`src/dmd_pkg.sv`:
```
package dmd_pkg;
	localparam int MAIN_W      = 12;
	localparam int SWALLOW_W   = 7;
	localparam int LEAD_BITS   = 4;
	localparam int SINGLE_BITS = 16;
	localparam int DUAL_BITS   = 24;
	localparam logic [7:0] DEV_ADDR_LOW   = 8'h62;
	localparam logic [7:0] SUB_MAIN       = 8'h01;
	localparam logic [7:0] SUB_STATUS     = 8'h02;
	localparam int DOUBLER_BIT            = 7;
	localparam int COUNTERS_ON_BIT        = 1;
	localparam logic [7:0] STATUS_RESET   = 8'h00;
	localparam logic [11:0] MAIN_RESET    = 12'h001;
	localparam logic [6:0] SWALLOW_RESET  = 7'h00;
	localparam int SWALLOW_ZERO_COUNT     = 128;
	typedef enum logic [2:0]
	{
		ST_IDLE = 3'b000,
		ST_ADDR = 3'b001,
		ST_SUB  = 3'b010,
		ST_DATA = 3'b011,
		ST_SKIP = 3'b100
	} dmd_bus_state_t;
endpackage

```
`src/dmd_counter.sv`:
```
`timescale 1ns/1ps
`default_nettype none
module dmd_counter
	import dmd_pkg::*;
(
	// Clock and reset
	input  wire logic                 ref_clk,
	input  wire logic                 arst_n,
	// Control
	input  wire logic                 vco_edge,
	input  wire logic                 enable,
	input  wire logic                 dual_mode,
	input  wire logic [MAIN_W-1:0]    main_value,
	input  wire logic [SWALLOW_W-1:0] swallow_value,
	// Outputs
	output logic                      prescaler_modulus_select,
	output logic                      divider_pulse
);
	logic [MAIN_W-1:0]    main_reg, main_next;
	logic [SWALLOW_W:0]   swal_reg, swal_next;
	logic                 mod_reg, mod_next, pulse_reg, pulse_next;

	// Zero swallow means a full 128 count
	function automatic logic [SWALLOW_W:0] swal_load(input logic [SWALLOW_W-1:0] v);
		swal_load = (v == '0) ? (SWALLOW_W+1)'(SWALLOW_ZERO_COUNT) : {1'b0, v};
	endfunction

	always_comb
	begin
		main_next  = main_reg;
		swal_next  = swal_reg;
		mod_next   = mod_reg;
		pulse_next = 1'b0;
		if (enable && vco_edge)
		begin
			if (main_reg <= 12'h001)
			begin
				// Terminal count reloads both counters
				main_next  = main_value;
				swal_next  = swal_load(swallow_value);
				mod_next   = ~dual_mode;
				pulse_next = 1'b1;
			end
			else
			begin
				main_next = main_reg - 12'h001;
				if (dual_mode && swal_reg != '0)
				begin
					swal_next = swal_reg - 8'h01;
					mod_next  = (swal_reg == 8'h01);
				end
				else
					mod_next = 1'b1;
			end
		end
	end

	always_ff @(posedge ref_clk or negedge arst_n)
	begin
		if (!arst_n)
		begin
			main_reg  <= MAIN_RESET;
			swal_reg  <= 8'h00;
			mod_reg   <= 1'b1;
			pulse_reg <= 1'b0;
		end
		else
		begin
			main_reg  <= main_next;
			swal_reg  <= swal_next;
			mod_reg   <= mod_next;
			pulse_reg <= pulse_next;
		end
	end

	assign prescaler_modulus_select = mod_reg;
	assign divider_pulse            = pulse_reg;

	property p_mod_low_while_swallow;
		@(posedge ref_clk) disable iff (!arst_n)
		(dual_mode && swal_reg > 8'h01 && main_reg > 12'h001 && enable && vco_edge) |=> !mod_reg;
	endproperty
	a_mod_low_while_swallow: assert property (p_mod_low_while_swallow) else $error("select not low while swallowing");

	property p_reload;
		@(posedge ref_clk) disable iff (!arst_n)
		(enable && vco_edge && main_reg <= 12'h001) |=> (main_reg == $past(main_value) && divider_pulse);
	endproperty
	a_reload: assert property (p_reload) else $error("main divider did not reload");

	property p_single_high;
		@(posedge ref_clk) disable iff (!arst_n)
		(!dual_mode && enable && vco_edge) |=> mod_reg;
	endproperty
	a_single_high: assert property (p_single_high) else $error("select low in single mode");

	property p_zero_swallow;
		@(posedge ref_clk) disable iff (!arst_n)
		(enable && vco_edge && main_reg <= 12'h001 && swallow_value == 7'h00) |=> swal_reg == 8'h80;
	endproperty
	a_zero_swallow: assert property (p_zero_swallow) else $error("zero swallow not loaded as 128");

	property p_hold_no_edge;
		@(posedge ref_clk) disable iff (!arst_n)
		!vco_edge |=> $stable(main_reg) && $stable(mod_reg);
	endproperty
	a_hold_no_edge: assert property (p_hold_no_edge) else $error("counter moved without input edge");
endmodule
`default_nettype wire

```
`src/dmd_top.sv`:
```
`timescale 1ns/1ps
`default_nettype none
module dmd_top
	import dmd_pkg::*;
(
	// Clock and reset
	input  wire logic ref_clk,
	input  wire logic arst_n,
	// Serial bus pins
	input  wire logic scl_in,
	input  wire logic sda_in,
	output logic      sda_out,
	output logic      sda_oe_n,
	// Mode pin and divided input
	input  wire logic dual_mode_pin,
	input  wire logic divided_vco_input,
	// Outputs
	output logic      prescaler_modulus_select,
	output logic      divider_pulse,
	output logic      doubler_on,
	output logic      counters_on
);
	////////////////////////////////////////////////////////////////////////
	// Synchronisers
	logic [1:0] scl_s, sda_s, mode_s, vco_s;
	logic       scl_d, sda_d, vco_d;
	always_ff @(posedge ref_clk or negedge arst_n)
	begin
		if (!arst_n)
		begin
			scl_s <= 2'h3;
			sda_s <= 2'h3;
			mode_s <= 2'h0;
			vco_s <= 2'h0;
			scl_d <= 1'b1;
			sda_d <= 1'b1;
			vco_d <= 1'b0;
		end
		else
		begin
			scl_s <= {scl_s[0], scl_in};
			sda_s <= {sda_s[0], sda_in};
			mode_s <= {mode_s[0], dual_mode_pin};
			vco_s <= {vco_s[0], divided_vco_input};
			scl_d <= scl_s[1];
			sda_d <= sda_s[1];
			vco_d <= vco_s[1];
		end
	end
	logic scl, sda, dual_mode, scl_rise, scl_fall, start_ev, stop_ev, vco_edge;
	assign scl      = scl_s[1];
	assign sda      = sda_s[1];
	assign dual_mode = mode_s[1];
	assign scl_rise = scl & ~scl_d;
	assign scl_fall = ~scl & scl_d;
	assign start_ev = scl & scl_d & sda_d & ~sda;
	assign stop_ev  = scl & scl_d & ~sda_d & sda;
	assign vco_edge = vco_s[1] & ~vco_d;

	////////////////////////////////////////////////////////////////////////
	// Bus receiver
	dmd_bus_state_t st_reg, st_next;
	logic [7:0]  sh_reg, sh_next, sub_reg, sub_next;
	logic [3:0]  bit_reg, bit_next;
	logic [1:0]  nbytes_reg, nbytes_next;
	logic [23:0] data_reg, data_next;
	logic        ack_reg, ack_next;
	logic        pend_reg, pend_next;
	logic [7:0]  status_reg, status_next;
	logic [MAIN_W-1:0]    main_val_reg, main_val_next;
	logic [SWALLOW_W-1:0] swal_val_reg, swal_val_next;

	function automatic logic [1:0] bytes_needed(input logic [7:0] sub, input logic dm);
		if (sub == SUB_STATUS)
			bytes_needed = 2'd1;
		else if (sub == SUB_MAIN)
			bytes_needed = dm ? 2'd3 : 2'd2;
		else
			bytes_needed = 2'd0;
	endfunction

	always_comb
	begin
		st_next       = st_reg;
		sh_next       = sh_reg;
		sub_next      = sub_reg;
		bit_next      = bit_reg;
		nbytes_next   = nbytes_reg;
		data_next     = data_reg;
		ack_next      = ack_reg;
		pend_next     = pend_reg;
		status_next   = status_reg;
		main_val_next = main_val_reg;
		swal_val_next = swal_val_reg;
		if (start_ev || stop_ev)
		begin
			// Latch only complete, checked messages
			if (pend_reg && nbytes_reg == bytes_needed(sub_reg, dual_mode))
			begin
				if (sub_reg == SUB_STATUS)
					status_next = data_reg[7:0];
				else if (dual_mode)
				begin
					swal_val_next = data_reg[18:12];
					main_val_next = data_reg[11:0];
				end
				else
					main_val_next = data_reg[11:0];
			end
			pend_next   = 1'b0;
			nbytes_next = 2'd0;
			bit_next    = 4'd0;
			ack_next    = 1'b0;
			st_next     = start_ev ? ST_ADDR : ST_IDLE;
		end
		else
		begin
			// The acknowledge clock carries no data bit, so it must not be shifted in
			if (scl_rise && st_reg != ST_IDLE && st_reg != ST_SKIP && bit_reg < 4'd8 && !ack_reg)
			begin
				sh_next  = {sh_reg[6:0], sda};
				bit_next = bit_reg + 4'd1;
			end
			if (scl_fall && bit_reg == 4'd8 && !ack_reg)
			begin
				bit_next = 4'd0;
				case (st_reg)
					ST_ADDR:
						if (sh_reg == {dual_mode, DEV_ADDR_LOW[6:0]})
						begin
							ack_next = 1'b1;
							st_next  = ST_SUB;
						end
						else
							st_next = ST_SKIP;
					ST_SUB:
					begin
						sub_next = sh_reg;
						ack_next = 1'b1;
						st_next  = ST_DATA;
					end
					ST_DATA:
						if (nbytes_reg < bytes_needed(sub_reg, dual_mode))
						begin
							data_next   = {data_reg[15:0], sh_reg};
							nbytes_next = nbytes_reg + 2'd1;
							pend_next   = 1'b1;
							ack_next    = 1'b1;
						end
						else
						begin
							pend_next = 1'b0; // Too many bytes spoils the message
							st_next   = ST_SKIP;
						end
					default:
						st_next = ST_SKIP;
				endcase
			end
			else if (scl_fall && ack_reg)
				ack_next = 1'b0;
		end
	end

	always_ff @(posedge ref_clk or negedge arst_n)
	begin
		if (!arst_n)
		begin
			st_reg       <= ST_IDLE;
			sh_reg       <= 8'h00;
			sub_reg      <= 8'h00;
			bit_reg      <= 4'h0;
			nbytes_reg   <= 2'h0;
			data_reg     <= 24'h000000;
			ack_reg      <= 1'b0;
			pend_reg     <= 1'b0;
			status_reg   <= STATUS_RESET;
			main_val_reg <= MAIN_RESET;
			swal_val_reg <= SWALLOW_RESET;
		end
		else
		begin
			st_reg       <= st_next;
			sh_reg       <= sh_next;
			sub_reg      <= sub_next;
			bit_reg      <= bit_next;
			nbytes_reg   <= nbytes_next;
			data_reg     <= data_next;
			ack_reg      <= ack_next;
			pend_reg     <= pend_next;
			status_reg   <= status_next;
			main_val_reg <= main_val_next;
			swal_val_reg <= swal_val_next;
		end
	end

	// Open drain: only ever pulls low
	assign sda_out     = 1'b0;
	assign sda_oe_n    = ~ack_reg;
	assign doubler_on  = status_reg[DOUBLER_BIT];
	assign counters_on = status_reg[COUNTERS_ON_BIT];

	////////////////////////////////////////////////////////////////////////
	// Divider
	dmd_counter u_counter
	(
		.ref_clk                  (ref_clk),
		.arst_n                   (arst_n),
		.vco_edge                 (vco_edge),
		.enable                   (counters_on),
		.dual_mode                (dual_mode),
		.main_value               (main_val_reg),
		.swallow_value            (swal_val_reg),
		.prescaler_modulus_select (prescaler_modulus_select),
		.divider_pulse            (divider_pulse)
	);

	property p_latch_only_on_cond;
		@(posedge ref_clk) disable iff (!arst_n)
		!(start_ev || stop_ev) |=> $stable(main_val_reg) && $stable(swal_val_reg);
	endproperty
	a_latch_only_on_cond: assert property (p_latch_only_on_cond) else $error("divider latched outside stop or start");

	property p_checked;
		@(posedge ref_clk) disable iff (!arst_n)
		((start_ev || stop_ev) && nbytes_reg != bytes_needed(sub_reg, dual_mode)) |=> $stable(main_val_reg);
	endproperty
	a_checked: assert property (p_checked) else $error("incomplete message updated divider");

	property p_addr_match;
		@(posedge ref_clk) disable iff (!arst_n)
		(st_reg == ST_ADDR && scl_fall && bit_reg == 4'd8 && sh_reg[7] != dual_mode) |=> !ack_reg;
	endproperty
	a_addr_match: assert property (p_addr_match) else $error("wrong mode address acknowledged");

	property p_doubler;
		@(posedge ref_clk) disable iff (!arst_n)
		((start_ev || stop_ev) && pend_reg && sub_reg == SUB_STATUS && nbytes_reg == 2'd1)
			|=> (doubler_on == $past(data_reg[DOUBLER_BIT]));
	endproperty
	a_doubler: assert property (p_doubler) else $error("doubler not following status bit");
endmodule
`default_nettype wire

```
`config.mk`:
```
export PLATFORM = sky130hd
export DESIGN_NAME = dmd_top
export DESIGN_NICKNAME = d
export VERILOG_FILES = /design/src/dmd_pkg.sv /design/src/dmd_counter.sv /design/src/dmd_top.sv
export SDC_FILE = /design/constraint.sdc
export NUM_CORES = 1
export LEC_CHECK = 0
export ABC_AREA = 1
export BUFFER_PORTS_ARGS = -buffer_cell sky130_fd_sc_hd__buf_2
export CAP_MARGIN = 20
export CORE_AREA = 2 2 97 99
export CTS_CLUSTER_DIAMETER = 60
export DETAILED_ROUTE_END_ITERATION = 10
export DIE_AREA = 0 0 99 101
export PLACE_DENSITY = 0.74
export SYNTH_ARGS = -nofsm -noshare
export SYNTH_HDL_FRONTEND = slang
export SYNTH_SLANG_ARGS = --single-unit
export TNS_END_PERCENT = 100
```
`constraint.sdc`:
```
create_clock -name ref_clk -period 2.06 [get_ports ref_clk]
set_clock_uncertainty 0.05 [all_clocks]
set_input_delay 0.103 -clock ref_clk [delete_from_list [all_inputs] [get_ports ref_clk]]
set_output_delay 0.103 -clock ref_clk [all_outputs]
set_load 0.03 [all_outputs]
```
==> flow_summary.toml, run 1 <==
[power_and_ir_drop]
p_leak_nw = 2.78
vdd_drop_max_mv = 0.396
power_density_nw_per_um2 = 648
total_power_mw = 3.62

[critical_path]
setup.worst_path.class = "reg -> reg"
crit_start = "sub_reg[3]"
required_ns = 2.29
r2r-start = "sub_reg[3]"
end_kind = "flop"
cp-start-kind = "flop"
worstPathArrival_ns = 2.23
cp_max_fo = 9

[detailed_routing]
drt-total-wl_um = 10200
dr.pass1.iters = 5
ant_nets = 0
drt_iter0_markers = 206
viasPerCell = 5.28
drcViolationCount = 0
vias = 3842
wl_per_cell_um = 14.0

[grt]
grt_pass1_wl_um = 16500
gr-total-overflow = 0
antenna_found_initial = 0
grt.total_usage_pct = 20.4
grt_max_degree = 47
grt_pass1_vias = 3684

[die]
start_util_pct = 54.2
die_h_um = 101
die_area_um2 = 10000
fp-row-count = 35
die_w_um = 99
fp.coreArea_um2 = 8980
ioPinCount = 12

[sta]
slew_viol_final = 0
max_freq_mhz = 498
maxSlewHeadroom_pct = 56.8
period_share_pct = 97.4
hold_ws_ns = 0.175
worst_pin_slew_ns = 0.649
finalSetupViolCount = 0
fin_crit_ns = 2.01
hold_violations = 0
rsz0062_at_grt = "yes"
setup_ws_ns = 0.0538

[clock_network]
clkTransAtPathRegs_ns = 0.11
cts.sinks = 100
cts_root_buffer = "clkbuf_8"
cts_made_buffers = 9
ctsLongestPathBuffers = 2
htreeDepth = 3
clock_latency_ns = 0.37
cts_tree = "built"

[logic_synthesis]
netlist_instances = 580
yosysSeqAreaShare_pct = 51.7
synth_top_area_share_pct = 46.8
synth_nets = 595
synth_edf_count = 0
synthTopCellsByArea = "dfrtp_1, nand2_1, inv_1, dfstp_2, o21ai_0"
yosysMostFrequentCell = "nand2_1"
avgSynthCellArea_um2 = 8.39
async_reset_ff_share_pct = 100
ys.warnings.count = 0
yosysTopAreaCell = "dfrtp_1"
synth_ff_type = "dfrtp_1"
synthDistinctLibCells = 39
netlist_top_cells_count = "nand2_1, dfrtp_1, inv_1"
ys_seq_elements = 100
syn-cell-area_um2 = 4870

[placed_design]
preCtsSetupSlack_ns = -0.0476
dp_hpwl_um = 6820
portBuffers = 10
gp_congestion = 0.851

[flow_run]
drv_cap = 0

[finish]
nNetsFinal = 627
largest_register_ffs = 19
num_antenna_cells = 0
area_delta_synth_final_pct = 14.8
layout-drive-gt1-share_pct = 17.5
fill_cells = 766

[min_path]
hold_class = "in -> async"

[outcome]
status = "finished, final reports clean"
==> layer usage <==
metal  vias up  track usage (%)  part of all wire, %
met5         -                0                    0
met4         0             6.74                  1.4
met3        14             3.12                  3.1
met2        77             35.7                   53
met1      1844             26.2                   43
li1       1907                -                    -
==> kinds of logic (layout without fill, tap and decap cells) <==
family          count (synthesis)  count (layout)  share of synthesized area [%]
compound gates                 81              81                           9.39
xor+xnor                        3               3                          0.540
fa+ha+maj                       9               9                           2.31
buf+inv                        81             118                           7.64
flops                         100             100                           51.7
other cells                     1               1                         0.0771
simple gates                  305             305                           28.4
==> cell type report <==
cell class	instances	area, µm²	share of cell area, %
Sequential cell	100	2510	45.0
Multi-Input combinational cell	399	2090	37.4
Timing Repair Buffer	36	393	7.03
Inverter	66	248	4.43
Tap cell	111	139	2.49
Clock buffer	9	124	2.22
Clock inverter	7	81.3	1.46
==> critical path, cell delays in order, from the launching register on <==
cell and delay [ns]:
dfrtp_1 0.39, or2_4 0.27, nor3_4 0.12, nand2_2 0.10, o21ai_2 0.13, ha_2 0.20
o21bai_4 0.09, nor2_4 0.11, nand2_4 0.11, clkbuf_16 0.18, o21ai_0 0.18
==> layout by cell type (no fill, tap or decap), types with 9 or more instances in the layout <==
master | synthesis | layout
buf_4 | 3 | 12
buf_2 | 1 | 9
o21ai_1 | 12 | 15
inv_1 | 66 | 66
nand3_1 | 42 | 41
nand2_2 | 4 | 9
o21ai_0 | 44 | 39
nor2_1 | 44 | 42
dfstp_2 | 9 | 9
a21oi_1 | 9 | 9
nand2_1 | 180 | 172
clkbuf_8 | 0 | 9
dfrtp_1 | 91 | 91
o21ai_2 | 11 | 13
==> per-stage QoR <==
stage          util, %  std cells  TNS (ns)  instance area (µm²)
4_1_cts           59.7        722         0                 5360
2_1_floorplan        -        580         0                 4870
5_1_grt           62.2        728    -0.430                 5590
3_5_place_dp      56.6        701    -0.184                 5080
3_3_place_gp      56.6        701         0                 5080
6_report          62.2        728         0                 5590
==> report_power, final <==
group | internal, mW | switching (mW) | leakage, nW | total, mW
clock | 0.579 | 0.731 | 0.0944 | 1.31
combinational | 0.109 | 0.158 | 1.33 | 0.267
sequential | 2.01 | 0.0381 | 1.35 | 2.04
total | 2.69 | 0.927 | 2.78 | 3.62
==> worst paths after layout <==
| kind | endpoint | slack (ns) | depth (start not counted) |
|---|---|---|---|
| hold reg to reg | vco_s[1] | 0.31 | 0 |
| hold / removal | u_counter.swal_reg[4] | 0.18 | 2 |
| max in group asynchronous | scl_s[0] | 1.08 | 3 |
| setup reg to reg | data_reg[8] | 0.05 | 10 |
| setup / recovery | data_reg[8] | 0.05 | 10 |
| min in group ref_clk | vco_s[1] | 0.31 | 0 |
==> timing repair <==
action                                  CTS  global route
pin swaps                                 0             6
endpoints found under the hold margin    37             0
gates resized for setup                   7            25
hold buffers                              5             0
cloned                                    0             6
endpoints found under the setup margin   21            48
buffers inserted                          0             0
No activity file was read; power rests on OpenSTA's default activity.
==> run 2: changes to the inputs <==
--- a/config.mk
+++ b/config.mk
@@ -13,6 +13,7 @@
 export DETAILED_ROUTE_END_ITERATION = 10
 export DIE_AREA = 0 0 99 101
 export PLACE_DENSITY = 0.74
+export RECOVER_POWER = 100
 export SYNTH_ARGS = -nofsm -noshare
 export SYNTH_HDL_FRONTEND = slang
 export SYNTH_SLANG_ARGS = --single-unit
==> run 2 against run 1 <==
Compared with the run above: final area fell by 0.49%; global-route usage did not move; fmax barely moved; largest cell class unchanged; highest routed layer unchanged.
==> flow_summary.toml, run 2 (synthesis results as in run 1) <==
[power_and_ir_drop]
p_seq_share_pct = 56.6
p_leak_nw = 2.75
power.switching_mw = 0.921
combPwrFrac_pct = 7.2
total_power_mw = 3.61
clock_power_share_pct = 36.1
intPower_mw = 2.69
power_density_nw_per_um2 = 649
netSwitchingFraction_pct = 25.5
vdd_drop_max_mv = 0.396

[sta]
rsz0062_at_grt = "yes"
tns_ns = 0
max_freq_mhz = 498
hold_violations = 0
finalSetupViolCount = 0
setup_ws_ns = 0.0526
maxSlewHeadroom_pct = 40.3
fin_crit_ns = 2.01
slew_viol_final = 0
period_share_pct = 97.4
worst_pin_slew_ns = 0.895

[min_path]
worstHoldEndpoint = "vco_s[1]"
hold_class = "reg -> reg"
hp-start = "vco_s[0]"
hold_depth = 0

[finish]
layoutNonFillerInstCount = 728
layout_commonest_cell = "nand2_1"
layout-drive-gt1-share_pct = 16.0
final_cell_mix = "nand2_1, dfrtp_1, inv_1"
fin_util_pct = 61.9
num_antenna_cells = 0
regArea_um2 = 2510
nNetsFinal = 627
multi_input_area_um2 = 2090
area_delta_synth_final_pct = 14.2
fill_cells = 769
largest_register_ffs = 19

[die]
die_w_um = 99
fp-row-count = 35
fp.coreArea_um2 = 8980
die_area_um2 = 10000
ioPinCount = 12
start_util_pct = 54.2
die_h_um = 101

[flow_run]
drv_cap = 0

[outcome]
status = "finished, final reports clean"

[grt]
antenna_found_initial = 0
gr-total-overflow = 0
grt_pass1_wl_um = 16500
grt.total_usage_pct = 20.4
grt_max_degree = 47
grt_pass1_vias = 3684

[detailed_routing]
viasPerCell = 5.28
drcViolationCount = 0
dr.pass1.iters = 5
ant_nets = 0
vias = 3846
drt_iter0_markers = 232
wl_per_cell_um = 14.0
drt-total-wl_um = 10200

[critical_path]
timing.rr.end = "data_reg[8]"
crit_slowest_cell = "dfrtp_1"
r2r-start = "sub_reg[3]"
worstPathArrival_ns = 2.24
path_cells = "or2_4, nor3_4, nand2_2, o21ai_2, ha_2, o21bai_4, nor2_4, nand2_4, clkbuf_16, o21ai_0"
r2r_setup_slack_ns = 0.05
slowest_delay_ns = 0.39
setup.worst_path.class = "reg -> reg"
cp-start-kind = "flop"
end_kind = "flop"
ff2ff_path_depth = 10
required_ns = 2.29
cp_max_fo = 9

[clock_network]
cts_tree = "built"
cts_root_buffer = "clkbuf_8"
cts_made_buffers = 9
cts.sinks = 100
clkTransAtPathRegs_ns = 0.11
htreeDepth = 3
clock_latency_ns = 0.37
cts_setup_buffers = 0
ctsLongestPathBuffers = 2

[placed_design]
gp_congestion = 0.851
dp_hpwl_um = 6820
preCtsSetupSlack_ns = -0.0476
portBuffers = 10
dp_cells = 701
[run 2: per-layer routing]
layer | track usage, % | up-vias | wire (µm)
li1 | - | 1905 | -
met1 | 26.2 | 1851 | 4290
met2 | 35.7 | 76 | 5400
met3 | 3.12 | 14 | 325
met4 | 6.74 | 0 | 146
met5 | 0 | - | 0
[run 2: how the worst max path moves through the flow]
stage / to / start / depth (start not counted) / slack, ns
final: data_reg[8] / sub_reg[3] / 10 / 0.05
after detailed placement: st_reg[2] / sub_reg[3] / 12 / -0.05
after floorplan: data_reg[3] / sub_reg[3] / 11 / 0.05
after global placement: st_reg[2] / sub_reg[3] / 12 / 0.04
after global routing: data_reg[13] / sub_reg[3] / 10 / -0.07
after CTS: data_reg[2] / sub_reg[3] / 11 / 0.006
[run 2: final cells by class]
class | instances | share of cell area, %
inverters | 66 | 4.46
clock inverters | 7 | 1.46
flip-flops and latches | 100 | 45.2
repair buffers | 36 | 6.57
multi-input cells | 399 | 37.6
well taps | 111 | 2.50
clock buffers | 9 | 2.23
[run 2: through the flow]
stage / instance area (µm²) / hold WS [ns]
after floorplan: 4870 / -0.243
after global placement: 5080 / 0.0489
after detailed placement: 5080 / 0.0485
after CTS: 5360 / 0.187
after global routing: 5560 / 0.309
final: 5560 / 0.311
[run 2: timing repair]
action                     in CTS  in global routing
gates resized for setup         7                 25
hold endpoints to repair       37                  0
hold buffers                    5                  0
setup endpoints to repair      21                 48
gates cloned                    0                  6
pin swaps                       0                  6
[run 2: power groups by stage]
stage / clock network [mW] / registers, mW / logic (mW)
floorplan: 0 / 2.07 / 0.109
global placement: 0 / 2.07 / 0.189
detailed placement: 0 / 2.08 / 0.199
CTS: 1.33 / 2.04 / 0.215
global route: 1.41 / 2.05 / 0.298
finish: 1.30 / 2.04 / 0.261
[run 2: critical path, delay by kind of cell, from the launching register on]
family | cells | cell delay, ns
buf+inv | 1 | 0.18
simple gates | 5 | 0.71
fa+ha+maj | 1 | 0.20
compound gates | 3 | 0.40
flops | 1 | 0.39
